<file path="src/hw/rseq_defs.svh">
// Overview of operation
// RQ1 - local command puts unit in local state and lifts panel lockout
// RQ2 - lockout command locks the panel, same as the bus lockout message
// RQ3 - remote command puts unit in remote state, same as bus remote enable
// RQ4 - fault pop read returns newest queued code, then removes it
// RQ5 - fault pop read of an empty queue answers zero
// RQ6 - error arriving on a full queue logs code 1, device class
// RQ7 - output on/off in measure or thermocouple source mode logs 100
// RQ8 - non-numeric entry in a numeric field logs 101
// RQ9 - numeric field longer than ten characters is rejected, logs 102
// RQ10 - unknown units name or prefix logs 103
// RQ11 - resistance source with probe selected, or reverse, logs 104
// RQ12 - entry above upper limit logs 105, below lower limit logs 106
// RQ13 - missing required parameter logs 108
// RQ14 - bad temperature unit token or bad pressure unit logs 109
// RQ15 - bad range hold parameter logs 110
// RQ16 - range hold on outside voltage mode is refused, logs 111
// RQ17 - bad sensor kind, junction reference, sensor select log 112-114
// RQ18 - no pressure module, pressure zero over 6%, tc zero over 1 mV log 116
// RQ19 - ohms zero over 0.1 ohm high or 0.01 ohm low range logs 116
// RQ20 - unrecognised command is discarded, logs 117
// RQ21 - classes map to status bits 5, 4, 3, 2 and completion bit 0
// RQ22 - each logged code also sets the status bit of its class
`ifndef RSEQ_DEFS_SVH
`define RSEQ_DEFS_SVH
// ****************************************
// register byte offsets
// ****************************************
`define RSEQ_ADR_STATE 8'h00
`define RSEQ_ADR_CTX 8'h04
`define RSEQ_ADR_CMD 8'h08
`define RSEQ_ADR_ENTRY 8'h0c
`define RSEQ_ADR_LIM_HI 8'h10
`define RSEQ_ADR_LIM_LO 8'h14
`define RSEQ_ADR_ZERO 8'h18
`define RSEQ_ADR_FAULT 8'h1c
`define RSEQ_ADR_ESR 8'h20
// ****************************************
// reset values
// ****************************************
`define RSEQ_CTX_RST 8'h00
`define RSEQ_LIM_HI_RST 16'h7fff
`define RSEQ_LIM_LO_RST 16'h8000
// ****************************************
// command opcodes, bits 4:0 of command word
// ****************************************
`define RSEQ_OP_LOCAL 5'h01
`define RSEQ_OP_LOCKOUT 5'h02
`define RSEQ_OP_REMOTE 5'h03
`define RSEQ_OP_OUT_ON 5'h04
`define RSEQ_OP_OUT_OFF 5'h05
`define RSEQ_OP_HOLD_ON 5'h06
`define RSEQ_OP_HOLD_OFF 5'h07
`define RSEQ_OP_RTD_SRC 5'h08
`define RSEQ_OP_SPRT 5'h09
`define RSEQ_OP_NUM_LEN 5'h0a
`define RSEQ_OP_PRES_REQ 5'h0b
`define RSEQ_OP_NON_NUM 5'h0c
`define RSEQ_OP_BAD_UNITS 5'h0d
`define RSEQ_OP_MISSING 5'h0e
`define RSEQ_OP_BAD_TUNIT 5'h0f
`define RSEQ_OP_BAD_PUNIT 5'h10
`define RSEQ_OP_BAD_HOLD 5'h11
`define RSEQ_OP_BAD_KIND 5'h12
`define RSEQ_OP_BAD_JREF 5'h13
`define RSEQ_OP_BAD_TSEL 5'h14
`define RSEQ_OP_UNKNOWN 5'h15
`define RSEQ_OP_DONE 5'h16
// ****************************************
// context bit positions
// ****************************************
`define RSEQ_CTX_MEASURE 0
`define RSEQ_CTX_TC_SRC 1
`define RSEQ_CTX_RTD_SRC 2
`define RSEQ_CTX_SPRT 3
`define RSEQ_CTX_VOLT 4
`define RSEQ_CTX_PRES 5
`define RSEQ_CTX_OHM_HIGH 6
// ****************************************
// status bit positions
// ****************************************
`define RSEQ_ESR_CME 5
`define RSEQ_ESR_EXE 4
`define RSEQ_ESR_DDE 3
`define RSEQ_ESR_QYE 2
`define RSEQ_ESR_OPC 0
// ****************************************
// error codes
// ****************************************
`define RSEQ_E_NONE 7'd0
`define RSEQ_E_OVF 7'd1
`define RSEQ_E_OUT_MODE 7'd100
`define RSEQ_E_NON_NUM 7'd101
`define RSEQ_E_NUM_LEN 7'd102
`define RSEQ_E_UNITS 7'd103
`define RSEQ_E_SPRT 7'd104
`define RSEQ_E_ABOVE 7'd105
`define RSEQ_E_BELOW 7'd106
`define RSEQ_E_MISSING 7'd108
`define RSEQ_E_TUNIT 7'd109
`define RSEQ_E_HOLD_PAR 7'd110
`define RSEQ_E_HOLD_MODE 7'd111
`define RSEQ_E_KIND 7'd112
`define RSEQ_E_JREF 7'd113
`define RSEQ_E_TSEL 7'd114
`define RSEQ_E_ZERO 7'd116
`define RSEQ_E_UNKNOWN 7'd117
// ****************************************
// limits: numeric length, zero offsets
// ****************************************
`define RSEQ_NUM_MAX 8'd10
`define RSEQ_Z_PRES_MAX 16'd600
`define RSEQ_Z_TC_MAX 16'd1000
`define RSEQ_Z_OHM_HI_MAX 16'd100
`define RSEQ_Z_OHM_LO_MAX 16'd10
`define RSEQ_ZK_PRES 2'h0
`define RSEQ_ZK_TC 2'h1
`define RSEQ_ZK_OHM 2'h2
`define RSEQ_Q_DEPTH 8
`define RSEQ_Q_FULL 4'h8
`endif

</file>
<file path="src/hw/rseq_pkg.sv">
package rseq_pkg;
	// control state of the front panel
	typedef enum logic [1:0]
	{
		RSEQ_LOCAL = 2'b00,
		RSEQ_REMOTE = 2'b01,
		RSEQ_LOCKOUT = 2'b10
	} rseq_mode_t;

	// status class of a logged code
	typedef enum logic [1:0]
	{
		RSEQ_CME = 2'b00,
		RSEQ_EXE = 2'b01,
		RSEQ_DDE = 2'b10,
		RSEQ_QYE = 2'b11
	} rseq_class_t;

	// wishbone request bundle
	typedef struct packed
	{
		logic cyc;
		logic stb;
		logic we;
		logic [3:0] sel;
		logic [7:0] adr;
		logic [31:0] dat;
	} rseq_wb_req_t;

	// whole module state
	typedef struct packed
	{
		rseq_mode_t mode;
		logic out_on;
		logic hold;
		logic [7:0] ctx;
		logic [15:0] lim_hi;
		logic [15:0] lim_lo;
		logic [7:0] esr;
		logic [7:0][6:0] stk;
		logic [3:0] cnt;
		logic ack;
		logic [31:0] rdat;
	} rseq_state_t;
endpackage

</file>
<file path="src/hw/rseq_top.sv">
`timescale 1ns/1ps
`include "rseq_defs.svh"
module rseq_top
	import rseq_pkg::*;
(
	input wire logic i_clk,
	input wire logic i_rst,
	input wire rseq_wb_req_t i_wb,
	output logic o_wb_ack,
	output logic [31:0] o_wb_dat,
	output logic o_remote,
	output logic o_panel_locked,
	output logic o_output_active,
	output logic o_range_hold
);
	// ****************************************
	// helpers
	// ****************************************

	// class of each code, used by the push and the overflow path
	function automatic rseq_class_t code_class(input logic [6:0] c);
		case (c)
			`RSEQ_E_OVF: code_class = RSEQ_DDE;
			`RSEQ_E_OUT_MODE,
			`RSEQ_E_NUM_LEN,
			`RSEQ_E_SPRT,
			`RSEQ_E_ABOVE,
			`RSEQ_E_BELOW,
			`RSEQ_E_HOLD_MODE,
			`RSEQ_E_ZERO: code_class = RSEQ_EXE;
			default: code_class = RSEQ_CME;
		endcase
	endfunction

	// status bit for a class
	function automatic logic [7:0] class_bit(input rseq_class_t k);
		logic [7:0] b;
		b = 8'h00;
		case (k)
			RSEQ_CME: b[`RSEQ_ESR_CME] = 1'b1; // [RQ21]
			RSEQ_EXE: b[`RSEQ_ESR_EXE] = 1'b1; // [RQ21]
			RSEQ_DDE: b[`RSEQ_ESR_DDE] = 1'b1; // [RQ21]
			RSEQ_QYE: b[`RSEQ_ESR_QYE] = 1'b1; // [RQ21]
			default: b = 8'h00;
		endcase
		class_bit = b;
	endfunction

	// byte-lane merge for read/write registers
	function automatic logic [31:0] merge(
		input logic [31:0] old,
		input logic [31:0] nw,
		input logic [3:0] sel
	);
		logic [31:0] r;
		r = old;
		for (int i = 0; i < 4; i++)
		begin
			if (sel[i])
			begin
				r[i*8 +: 8] = nw[i*8 +: 8];
			end
		end
		merge = r;
	endfunction

	// magnitude of a signed offset
	function automatic logic [15:0] mag(input logic [15:0] v);
		mag = v[15] ? 16'(-v) : v;
	endfunction

	rseq_state_t st;
	rseq_state_t next_st;
	logic [7:0][6:0] stk_push;
	logic [7:0][6:0] stk_pop;
	logic [6:0] new_code;

	// ****************************************
	// error stack shifts
	// ****************************************

	// newest entry lives in slot 0; push shifts up, pop shifts down
	assign stk_push[0] = new_code;
	assign stk_pop[`RSEQ_Q_DEPTH-1] = `RSEQ_E_NONE;
	genvar g;
	generate
		for (g = 1; g < `RSEQ_Q_DEPTH; g++)
		begin : g_shift
			assign stk_push[g] = st.stk[g-1];
			assign stk_pop[g-1] = st.stk[g];
		end
	endgenerate

	// ****************************************
	// next state
	// ****************************************

	logic req;
	logic wr;
	logic rd;
	logic [4:0] op;
	logic [15:0] val;
	logic [15:0] zlim;
	logic [15:0] ctx32_lo;
	logic [31:0] tmp;

	// one access per bus cycle, so one error at most per clock
	always_comb
	begin
		next_st = st;
		next_st.ack = 1'b0;
		req = i_wb.cyc & i_wb.stb & ~st.ack;
		wr = req & i_wb.we;
		rd = req & ~i_wb.we;
		op = i_wb.dat[4:0];
		val = i_wb.dat[15:0];
		zlim = `RSEQ_Z_PRES_MAX;
		ctx32_lo = 16'h0000;
		tmp = 32'h0000_0000;
		new_code = `RSEQ_E_NONE;
		if (req)
		begin
			next_st.ack = 1'b1;
			next_st.rdat = 32'h0000_0000;
		end
		// register writes and command decode
		if (wr && i_wb.sel != 4'h0)
		begin
			case (i_wb.adr)
				`RSEQ_ADR_CTX:
				begin
					tmp = merge({24'h0, st.ctx}, i_wb.dat, i_wb.sel);
					next_st.ctx = tmp[7:0];
				end
				`RSEQ_ADR_LIM_HI:
				begin
					tmp = merge({16'h0, st.lim_hi}, i_wb.dat, i_wb.sel);
					next_st.lim_hi = tmp[15:0];
				end
				`RSEQ_ADR_LIM_LO:
				begin
					tmp = merge({16'h0, st.lim_lo}, i_wb.dat, i_wb.sel);
					next_st.lim_lo = tmp[15:0];
				end
				`RSEQ_ADR_ESR:
				begin
					// write one to clear; a same-cycle set is or-ed in below
					next_st.esr = st.esr & ~i_wb.dat[7:0];
				end
				`RSEQ_ADR_ENTRY:
				begin
					if ($signed(val) > $signed(st.lim_hi))
						new_code = `RSEQ_E_ABOVE; // [RQ12]
					else if ($signed(val) < $signed(st.lim_lo))
						new_code = `RSEQ_E_BELOW; // [RQ12]
				end
				`RSEQ_ADR_ZERO:
				begin
					case (i_wb.dat[17:16])
						`RSEQ_ZK_TC: zlim = `RSEQ_Z_TC_MAX; // [RQ18]
						`RSEQ_ZK_OHM: zlim = st.ctx[`RSEQ_CTX_OHM_HIGH] ?
							`RSEQ_Z_OHM_HI_MAX : `RSEQ_Z_OHM_LO_MAX; // [RQ19]
						default: zlim = `RSEQ_Z_PRES_MAX; // [RQ18]
					endcase
					if (i_wb.dat[17:16] == `RSEQ_ZK_PRES && !st.ctx[`RSEQ_CTX_PRES])
						new_code = `RSEQ_E_ZERO; // [RQ18]
					else if (mag(val) > zlim)
						new_code = `RSEQ_E_ZERO; // [RQ18] [RQ19]
				end
				`RSEQ_ADR_CMD:
				begin
					case (op)
						`RSEQ_OP_LOCAL: next_st.mode = RSEQ_LOCAL; // [RQ1]
						`RSEQ_OP_LOCKOUT: next_st.mode = RSEQ_LOCKOUT; // [RQ2]
						`RSEQ_OP_REMOTE:
						begin
							// remote enable never lifts an active lockout
							if (st.mode != RSEQ_LOCKOUT)
								next_st.mode = RSEQ_REMOTE; // [RQ3]
						end
						`RSEQ_OP_OUT_ON,
						`RSEQ_OP_OUT_OFF:
						begin
							if (st.ctx[`RSEQ_CTX_MEASURE] || st.ctx[`RSEQ_CTX_TC_SRC])
								new_code = `RSEQ_E_OUT_MODE; // [RQ7]
							else
								next_st.out_on = (op == `RSEQ_OP_OUT_ON);
						end
						`RSEQ_OP_HOLD_ON:
						begin
							if (!st.ctx[`RSEQ_CTX_VOLT])
								new_code = `RSEQ_E_HOLD_MODE; // [RQ16]
							else
								next_st.hold = 1'b1;
						end
						`RSEQ_OP_HOLD_OFF: next_st.hold = 1'b0;
						`RSEQ_OP_RTD_SRC:
						begin
							if (st.ctx[`RSEQ_CTX_SPRT])
								new_code = `RSEQ_E_SPRT; // [RQ11]
						end
						`RSEQ_OP_SPRT:
						begin
							if (st.ctx[`RSEQ_CTX_RTD_SRC])
								new_code = `RSEQ_E_SPRT; // [RQ11]
						end
						`RSEQ_OP_NUM_LEN:
						begin
							if (i_wb.dat[15:8] > `RSEQ_NUM_MAX)
								new_code = `RSEQ_E_NUM_LEN; // [RQ9]
						end
						`RSEQ_OP_PRES_REQ:
						begin
							if (!st.ctx[`RSEQ_CTX_PRES])
								new_code = `RSEQ_E_ZERO; // [RQ18]
						end
						`RSEQ_OP_NON_NUM: new_code = `RSEQ_E_NON_NUM; // [RQ8]
						`RSEQ_OP_BAD_UNITS: new_code = `RSEQ_E_UNITS; // [RQ10]
						`RSEQ_OP_MISSING: new_code = `RSEQ_E_MISSING; // [RQ13]
						`RSEQ_OP_BAD_TUNIT,
						`RSEQ_OP_BAD_PUNIT: new_code = `RSEQ_E_TUNIT; // [RQ14]
						`RSEQ_OP_BAD_HOLD: new_code = `RSEQ_E_HOLD_PAR; // [RQ15]
						`RSEQ_OP_BAD_KIND: new_code = `RSEQ_E_KIND; // [RQ17]
						`RSEQ_OP_BAD_JREF: new_code = `RSEQ_E_JREF; // [RQ17]
						`RSEQ_OP_BAD_TSEL: new_code = `RSEQ_E_TSEL; // [RQ17]
						`RSEQ_OP_DONE: next_st.esr[`RSEQ_ESR_OPC] = 1'b1; // [RQ21]
						default: new_code = `RSEQ_E_UNKNOWN; // [RQ20]
					endcase
				end
				default: ;
			endcase
		end
		// register reads; the fault read pops the stack
		if (rd)
		begin
			case (i_wb.adr)
				`RSEQ_ADR_STATE:
				begin
					next_st.rdat = {20'h0, st.cnt, 4'h0, st.hold, st.out_on, st.mode};
				end
				`RSEQ_ADR_CTX: next_st.rdat = {24'h0, st.ctx};
				`RSEQ_ADR_LIM_HI: next_st.rdat = {16'h0, st.lim_hi};
				`RSEQ_ADR_LIM_LO: next_st.rdat = {16'h0, st.lim_lo};
				`RSEQ_ADR_ESR: next_st.rdat = {24'h0, st.esr};
				`RSEQ_ADR_FAULT:
				begin
					if (st.cnt != 4'h0)
					begin
						next_st.rdat = {25'h0, st.stk[0]}; // [RQ4]
						next_st.stk = stk_pop; // [RQ4]
						next_st.cnt = st.cnt - 4'h1;
					end
					else
					begin
						next_st.rdat = 32'h0000_0000; // [RQ5]
					end
				end
				default: next_st.rdat = 32'h0000_0000;
			endcase
		end
		// log a new code: push, or mark overflow in the newest slot
		if (new_code != `RSEQ_E_NONE)
		begin
			if (st.cnt == `RSEQ_Q_FULL)
			begin
				next_st.stk[0] = `RSEQ_E_OVF; // [RQ6]
				next_st.esr = next_st.esr | class_bit(code_class(`RSEQ_E_OVF)); // [RQ22]
			end
			else
			begin
				next_st.stk = stk_push;
				next_st.cnt = st.cnt + 4'h1;
				next_st.esr = next_st.esr | class_bit(code_class(new_code)); // [RQ22]
			end
		end
	end

	// ****************************************
	// state register
	// ****************************************

	// all state in one flop bank
	always_ff @(posedge i_clk or posedge i_rst)
	begin
		if (i_rst)
		begin
			st <= '0;
			st.mode <= RSEQ_LOCAL;
			st.ctx <= `RSEQ_CTX_RST;
			st.lim_hi <= `RSEQ_LIM_HI_RST;
			st.lim_lo <= `RSEQ_LIM_LO_RST;
		end
		else
		begin
			st <= next_st;
		end
	end

	// ****************************************
	// outputs
	// ****************************************

	assign o_wb_ack = st.ack;
	assign o_wb_dat = st.rdat;
	assign o_remote = (st.mode != RSEQ_LOCAL); // lockout implies remote
	assign o_panel_locked = (st.mode == RSEQ_LOCKOUT);
	assign o_output_active = st.out_on;
	assign o_range_hold = st.hold;
endmodule

</file>
<file path="config.mk">
export PLATFORM = sky130hd
export DESIGN_NAME = rseq_top
export DESIGN_NICKNAME = d
export VERILOG_FILES = /design/src/hw/rseq_pkg.sv /design/src/hw/rseq_top.sv
export VERILOG_INCLUDE_DIRS = /design/src /design/src/hw
export SDC_FILE = /design/constraint.sdc
export NUM_CORES = 1
export LEC_CHECK = 0
export CAP_MARGIN = 20
export CORE_MARGIN = 2
export CORE_UTILIZATION = 40
export CTS_BUF_LIST = sky130_fd_sc_hd__clkbuf_16
export DETAILED_ROUTE_END_ITERATION = 10
export DONT_BUFFER_PORTS = 1
export PLACE_DENSITY_LB_ADDON = 0.25
export SLEW_MARGIN = 10
export SYNTH_ARGS = -nofsm -noshare
export SYNTH_HDL_FRONTEND = slang
export SYNTH_SLANG_ARGS = --single-unit
</file>
<file path="constraint.sdc">
create_clock -name i_clk -period 9.4 [get_ports i_clk]
set_clock_uncertainty 0.2 [all_clocks]
set_input_delay 0.47 -clock i_clk [delete_from_list [all_inputs] [get_ports i_clk]]
set_output_delay 0.47 -clock i_clk [all_outputs]
set_load 0.02 [all_outputs]
</file>
**Yosys cells after proc, flatten, opt, wreduce, memory -nomap -nowiden**

Cells that the tools add are included.

- Add/subtract/negate cells: 3
- $lt $le $gt $ge: 4
- Equality and inequality tests: 47
- Muxes and demuxes: 55
- Bitwise gates (word level): 10
- Reduce and logical (&&, ||, !) cells: 30

Operator list:

| operator | count |
|---|---|
| 2-to-1 mux 60 bit | 3 |
| 2-to-1 mux 7 bit | 15 |
| case mux 7 bit (15 select lines) | 1 |
| case mux 16 bit (6 select lines) | 1 |
| 2-to-1 mux 68 bit | 1 |
| equality test 7 bit, second input constant | 7 |
| 2-to-1 mux 49 bit | 1 |
| 2-to-1 mux 16 bit | 3 |
| equality test 5 x 4 -> 1 bit, second input constant | 8 |
| 2-to-1 mux 33 bit | 1 |
| equality test 8 x 5 -> 1 bit, second input constant | 4 |
| > comparator 16 bit | 2 |
| 2-to-1 mux 32 bit | 1 |
| equality test 5 bit, second input constant | 6 |
| case mux 7 bit (3 select lines) | 1 |
| equality test 5 x 3 -> 1 bit, second input constant | 4 |
| case mux 10 bit (2 select lines) | 1 |
| AND reduction 3 bit | 6 |
| equality test 8 x 4 -> 1 bit, second input constant | 2 |
| < comparator 16 bit | 1 |
| 2-to-1 mux 8 bit | 2 |
| negation 16 bit | 1 |
| 2-to-1 mux 1 bit | 14 |
| AND reduction 4 bit | 3 |
| 34 further kinds | 60 |

- Register bits: 145
- Input bits: 49
- Output and inout bits: 37
- Logic and storage cells: 169

**Depth between registers and ports, before layout**

- Word-level depth: 22
- Gate-level depth with buffers: 18

**Worst setup path before layout**

Ideal clock, no wire load.

- Path type: input port to flip-flop
- Start: input i_wb[4] (netlist bit)
- End: register st[41] (netlist bit)
- Arrival time: 3.536 ns
- Required time: 9.076 ns
- Slack: 5.540 ns
- Stages: 15
- Buffers on the path: 3
- Path through: clkbuf_1 -> nor3_1 -> nand4_1 -> o31ai_1 -> xnor2_1 -> ha_1 -> a21o_1 -> a211o_1 -> o21a_1 -> a2111oi_4 -> nand3_2 -> buf_6 -> and2_4 -> buf_6 -> o31a_1

- Cells in the longest elaborated chain, start to end: 10

RTL lines:

| element | line | RTL |
|---|---|---|
| start, declared | rseq_top.sv:8 | `input wire rseq_wb_req_t i_wb,` |
| negation 16 bit | rseq_top.sv:69 | `mag = v[15] ? 16'(-v) : v;` |
| 2-to-1 mux 16 bit | rseq_top.sv:69 |  |
| > comparator 16 bit | rseq_top.sv:167 | `else if (mag(val) > zlim)` |
| 2-to-1 mux 7 bit | rseq_top.sv:167 |  |
| 2-to-1 mux 7 bit | rseq_top.sv:165 | `` if (i_wb.dat[17:16] == `RSEQ_ZK_PRES && !st.ctx[`RSEQ_CTX_PRES]) `` |
| case mux 7 bit (3 select lines) * | rseq_top.sv:129 | `case (i_wb.adr)` |
| 2-to-1 mux 7 bit * | rseq_top.sv:127 | `if (wr && i_wb.sel != 4'h0)` |
| nonzero test 7 bit (no line) | n/a |  |
| nonzero test 2 bit (no line) | n/a |  |
| AND reduction 3 bit (no line) | n/a |  |
| end signal, assigned | rseq_top.sv:295 | `st <= next_st;` |
| end, declared | rseq_top.sv:72 | `rseq_state_t st;` |

Mark *: on every way between the ends. The rest lies on a longest branch, timed or not.
A chain may end at the register's enable or synchronous reset.

==> metrics.txt <==
global-route wire length before repair 32.8 mm; CTS HTree Levels 4; list of cells traversed by the critical path inv_1 > ha_1 > nand2_1 > o31ai_1 > xnor2_1 > ha_1 > a21o_1 > a211o_1 > o21a_1 > a2111oi_4 > nand3_2 > nand2_2 > buf_4 > mux2i_1 > o21ai_0; master cell of the clock root buffer sky130_fd_sc_hd__clkbuf_16; count of standard-cell rows 51; x dimension of the die 146 um; top library cells by usage in the layout, fill and taps aside sky130_fd_sc_hd__nand2_1, sky130_fd_sc_hd__dfrtp_1, sky130_fd_sc_hd__nor2_1; Async S/R FF share, synth 100%; setup slack, reg-to-reg 5.03 ns; stages on the worst setup path 15; mean post-synth cell area 8.90 um2; final antenna-violating net count 0; nets@finish 978; overall routing resource usage about a fifth; boundary pin count 86; post-synthesis to final-layout area growth 9.04%; timing-limited maximum frequency 215 MHz; maximum vdd ir drop 0.0781 mV; # clock sinks 129; capturing element type of the critical path flip-flop; TritonCTS clock tree yes; clock-pin slew of the registers on the worst-case setup and hold paths roughly 0.060 ns; post-synthesis sequential area ratio roughly two fifths; number of global-route vias before repair slightly below 6000; antenna violations before repair 0; start of the worst register-to-register path st[103]$_DFFE_PP0P_; worst endpoint data arrival time between 4 and 5 ns; pin count of the biggest net entering global routing 98; Remaining DRCs 0; worst skew pair latency 0.41 ns; Wirelength per Cell between 15 and 20 um; floorplan die area 21300 um2; Max transition margin around a third; worst-margin pin slew approximately 1.0 ns; share of layout cells above drive strength 1 10.1%; clock tree buffer depth 2; top cell family by delay on the critical path compound AO/OA/AOI/OAI gates; number of clock buffers inserted by TritonCTS 17; # resized after CTS 0; Hold Vio Cnt, Final 0; number of standard cells in the layout, taps in and fillers out 1156; cell with the biggest individual delay on the critical path sky130_fd_sc_hd__buf_4; DR vias between 6000 and 7000; Inst Count DP around 1100; status completed; R2R depth 12; Pleak 4.01 nW; netlist area before placement between 8000 and 9000 um2; detailed-route vias per instance approximately 5.6; most frequent standard cell in the layout excluding fill and tap cells sky130_fd_sc_hd__nand2_1; most common cell type on the critical path sky130_fd_sc_hd__ha_1; total number of yosys warnings 0; distinct cell type count of the synthesized netlist 70; fillers 1872; r2r endpoint st[34]$_DFF_PP0_; end point of the critical path st[34]$_DFF_PP0_; last weighted congestion value of the routability-driven placer a little over 0.8; Setup Total Neg Slack 0 ns; worst stage delay on the critical path around 0.7 ns; final critical delay including setup and external delays 4.64 ns; power density relative to cell area 147 nW/um2; Detailed Routing Iterations Pass 1 5; Port-buffer cells 0; remaining global-route overflow 0; core region area around 20000 um2; initial standard-cell utilization of the core 41.1%; final clock period utilization by the worst path approximately half; vertical die dimension about 150 um; RSZ-0062 raised after global routing false; Critical Path RT ~9.5 ns; n_diodes 0; routed wire length 20.4 mm; worst setup path startpoint i_wb[0]; largest driver fanout on the critical path 97; Post-synth EDFFs 0; element type at the critical path start input port; prevailing post-synth register cell sky130_fd_sc_hd__dfrtp_1; post-detail-place hpwl between 10 and 15 mm; Crit Path Category in -> reg; cell count after synthesis around 900; setup-violating endpoint count in the final report 0; maximum capacitance violations 0; Synth Register Bits approximately 130; starting DRC count in detailed routing ~540; total count of max-transition violations in the final report 0; Worst Hold Path Cells 1; hold path startpoint i_wb[2]; HP Class in -> reg; CP bufs+invs 2
[cells by family after synthesis]
kind of cell / count (synthesis) / share of synthesized area [%]
AO/OA/AOI/OAI: 209 / 18.1
XOR/XNOR: 11 / 1.20
adder cells (fa/ha/maj): 50 / 7.78
buffers and inverters: 124 / 7.78
flip-flops: 129 / 40.4
multiplexers: 35 / 4.71
other: 1 / 0.0466
AND/OR/NAND/NOR: 345 / 20.0
[worst register-to-register path, delay by kind of cell, from the launching register on]
| kind | cells | cell delay [ns] |
|---|---|---|
| flops | 1 | 0.38 |
| fa+ha+maj | 1 | 0.24 |
| mux | 2 | 0.68 |
| buf+inv | 2 | 0.78 |
| compound gates | 5 | 1.33 |
| simple gates | 2 | 0.63 |
[power by group]
group	switching, mW	total [mW]	internal, mW
clock	0.248	0.636	0.388
sequential	0.00377	0.563	0.559
combinational	0.0581	0.0939	0.0357
total	0.310	1.29	0.983
[routing by layer]
metal  GRT usage, %  share of wire [%]  vias up  routed length [um]
met5              0                  0        -                   0
met4           4.85               0.73        0                 148
met3           4.29                5.9       15                1200
met2           29.4                 46      182                9300
met1           27.7                 48     3184                9720
li1               -                  -     3127                   -
[what timing repair did]
item / in CTS / in global routing
buffers inserted: 0 / 0
hold buffers: 18 / 0
hold endpoints to repair: 112 / 0
[area by class of cell]
| type | instances | area, um2 | area share, % |
|---|---|---|---|
| multi-input cells | 666 | 4240 | 48.4 |
| flip-flops and latches | 129 | 3250 | 37.0 |
| clock buffers | 17 | 425 | 4.85 |
| well taps | 265 | 332 | 3.78 |
| repair buffers | 23 | 218 | 2.48 |
| inverters | 42 | 163 | 1.85 |
| clock inverters | 14 | 141 | 1.61 |
[cells in the mapped netlist (5+ instances only)]
cell / number / area share [%]
sky130_fd_sc_hd__nand3_1: 31 / 1.9
sky130_fd_sc_hd__a21oi_1: 27 / 1.7
sky130_fd_sc_hd__clkbuf_1: 29 / 1.4
sky130_fd_sc_hd__and2_1: 5 / 0.39
sky130_fd_sc_hd__xnor2_1: 11 / 1.2
sky130_fd_sc_hd__nor3b_1: 6 / 0.56
sky130_fd_sc_hd__buf_4: 34 / 3.2
sky130_fd_sc_hd__a31oi_1: 45 / 3.5
sky130_fd_sc_hd__dfrtp_1: 113 / 35
sky130_fd_sc_hd__nand2b_1: 8 / 0.62
sky130_fd_sc_hd__nor4_1: 5 / 0.39
sky130_fd_sc_hd__a211oi_1: 5 / 0.47
sky130_fd_sc_hd__inv_1: 41 / 1.9
sky130_fd_sc_hd__nor2b_1: 7 / 0.54
sky130_fd_sc_hd__o21ai_0: 37 / 2.3
sky130_fd_sc_hd__nand4_1: 12 / 0.93
sky130_fd_sc_hd__dfstp_2: 16 / 5.2
sky130_fd_sc_hd__mux2_2: 23 / 3.2
sky130_fd_sc_hd__a21o_1: 7 / 0.65
sky130_fd_sc_hd__nand2_1: 160 / 7.5
sky130_fd_sc_hd__buf_2: 14 / 0.87
sky130_fd_sc_hd__nor2_1: 67 / 3.1
sky130_fd_sc_hd__o31ai_1: 5 / 0.47
sky130_fd_sc_hd__ha_1: 50 / 7.8
sky130_fd_sc_hd__mux2i_1: 12 / 1.5
sky130_fd_sc_hd__nor3_1: 13 / 0.81
sky130_fd_sc_hd__o211ai_1: 5 / 0.47
sky130_fd_sc_hd__a22o_1: 23 / 2.5
sky130_fd_sc_hd__a22oi_1: 19 / 1.8
[metrics by stage]
step           setup WS [ns]  area, um2  hold WS (ns)  util (%)  power (mW)
2_1_floorplan           5.32       8100         0.247         -       0.650
3_3_place_gp            4.36       8020         0.266      41.0       0.657
3_5_place_dp            4.37       8020         0.274      41.0       0.658
4_1_cts                 4.79       8770      0.000198      44.8        1.31
5_1_grt                 4.37       8770       0.00432      44.8        1.34
6_report                4.76       8770        0.0134      44.8        1.29
[sequential cells by signal (all words and copies together), names as in the netlist]
signal	flops
o_output_active	1
o_range_hold	1
o_wb_ack	1
o_wb_dat	16
st	110
[how the worst min path moves through the flow]
stage                                     end  slack [ns]
after floorplan              st[97]$_DFF_PP0_        0.25
after global placement       st[97]$_DFF_PP0_        0.27
after detailed placement     st[97]$_DFF_PP0_        0.27
after CTS                 st[136]$_DFFE_PP0P_      0.0002
after global routing      st[120]$_DFFE_PP1P_       0.004
final                     st[135]$_DFFE_PP0P_        0.01
No activity file was read; power rests on OpenSTA's default activity.
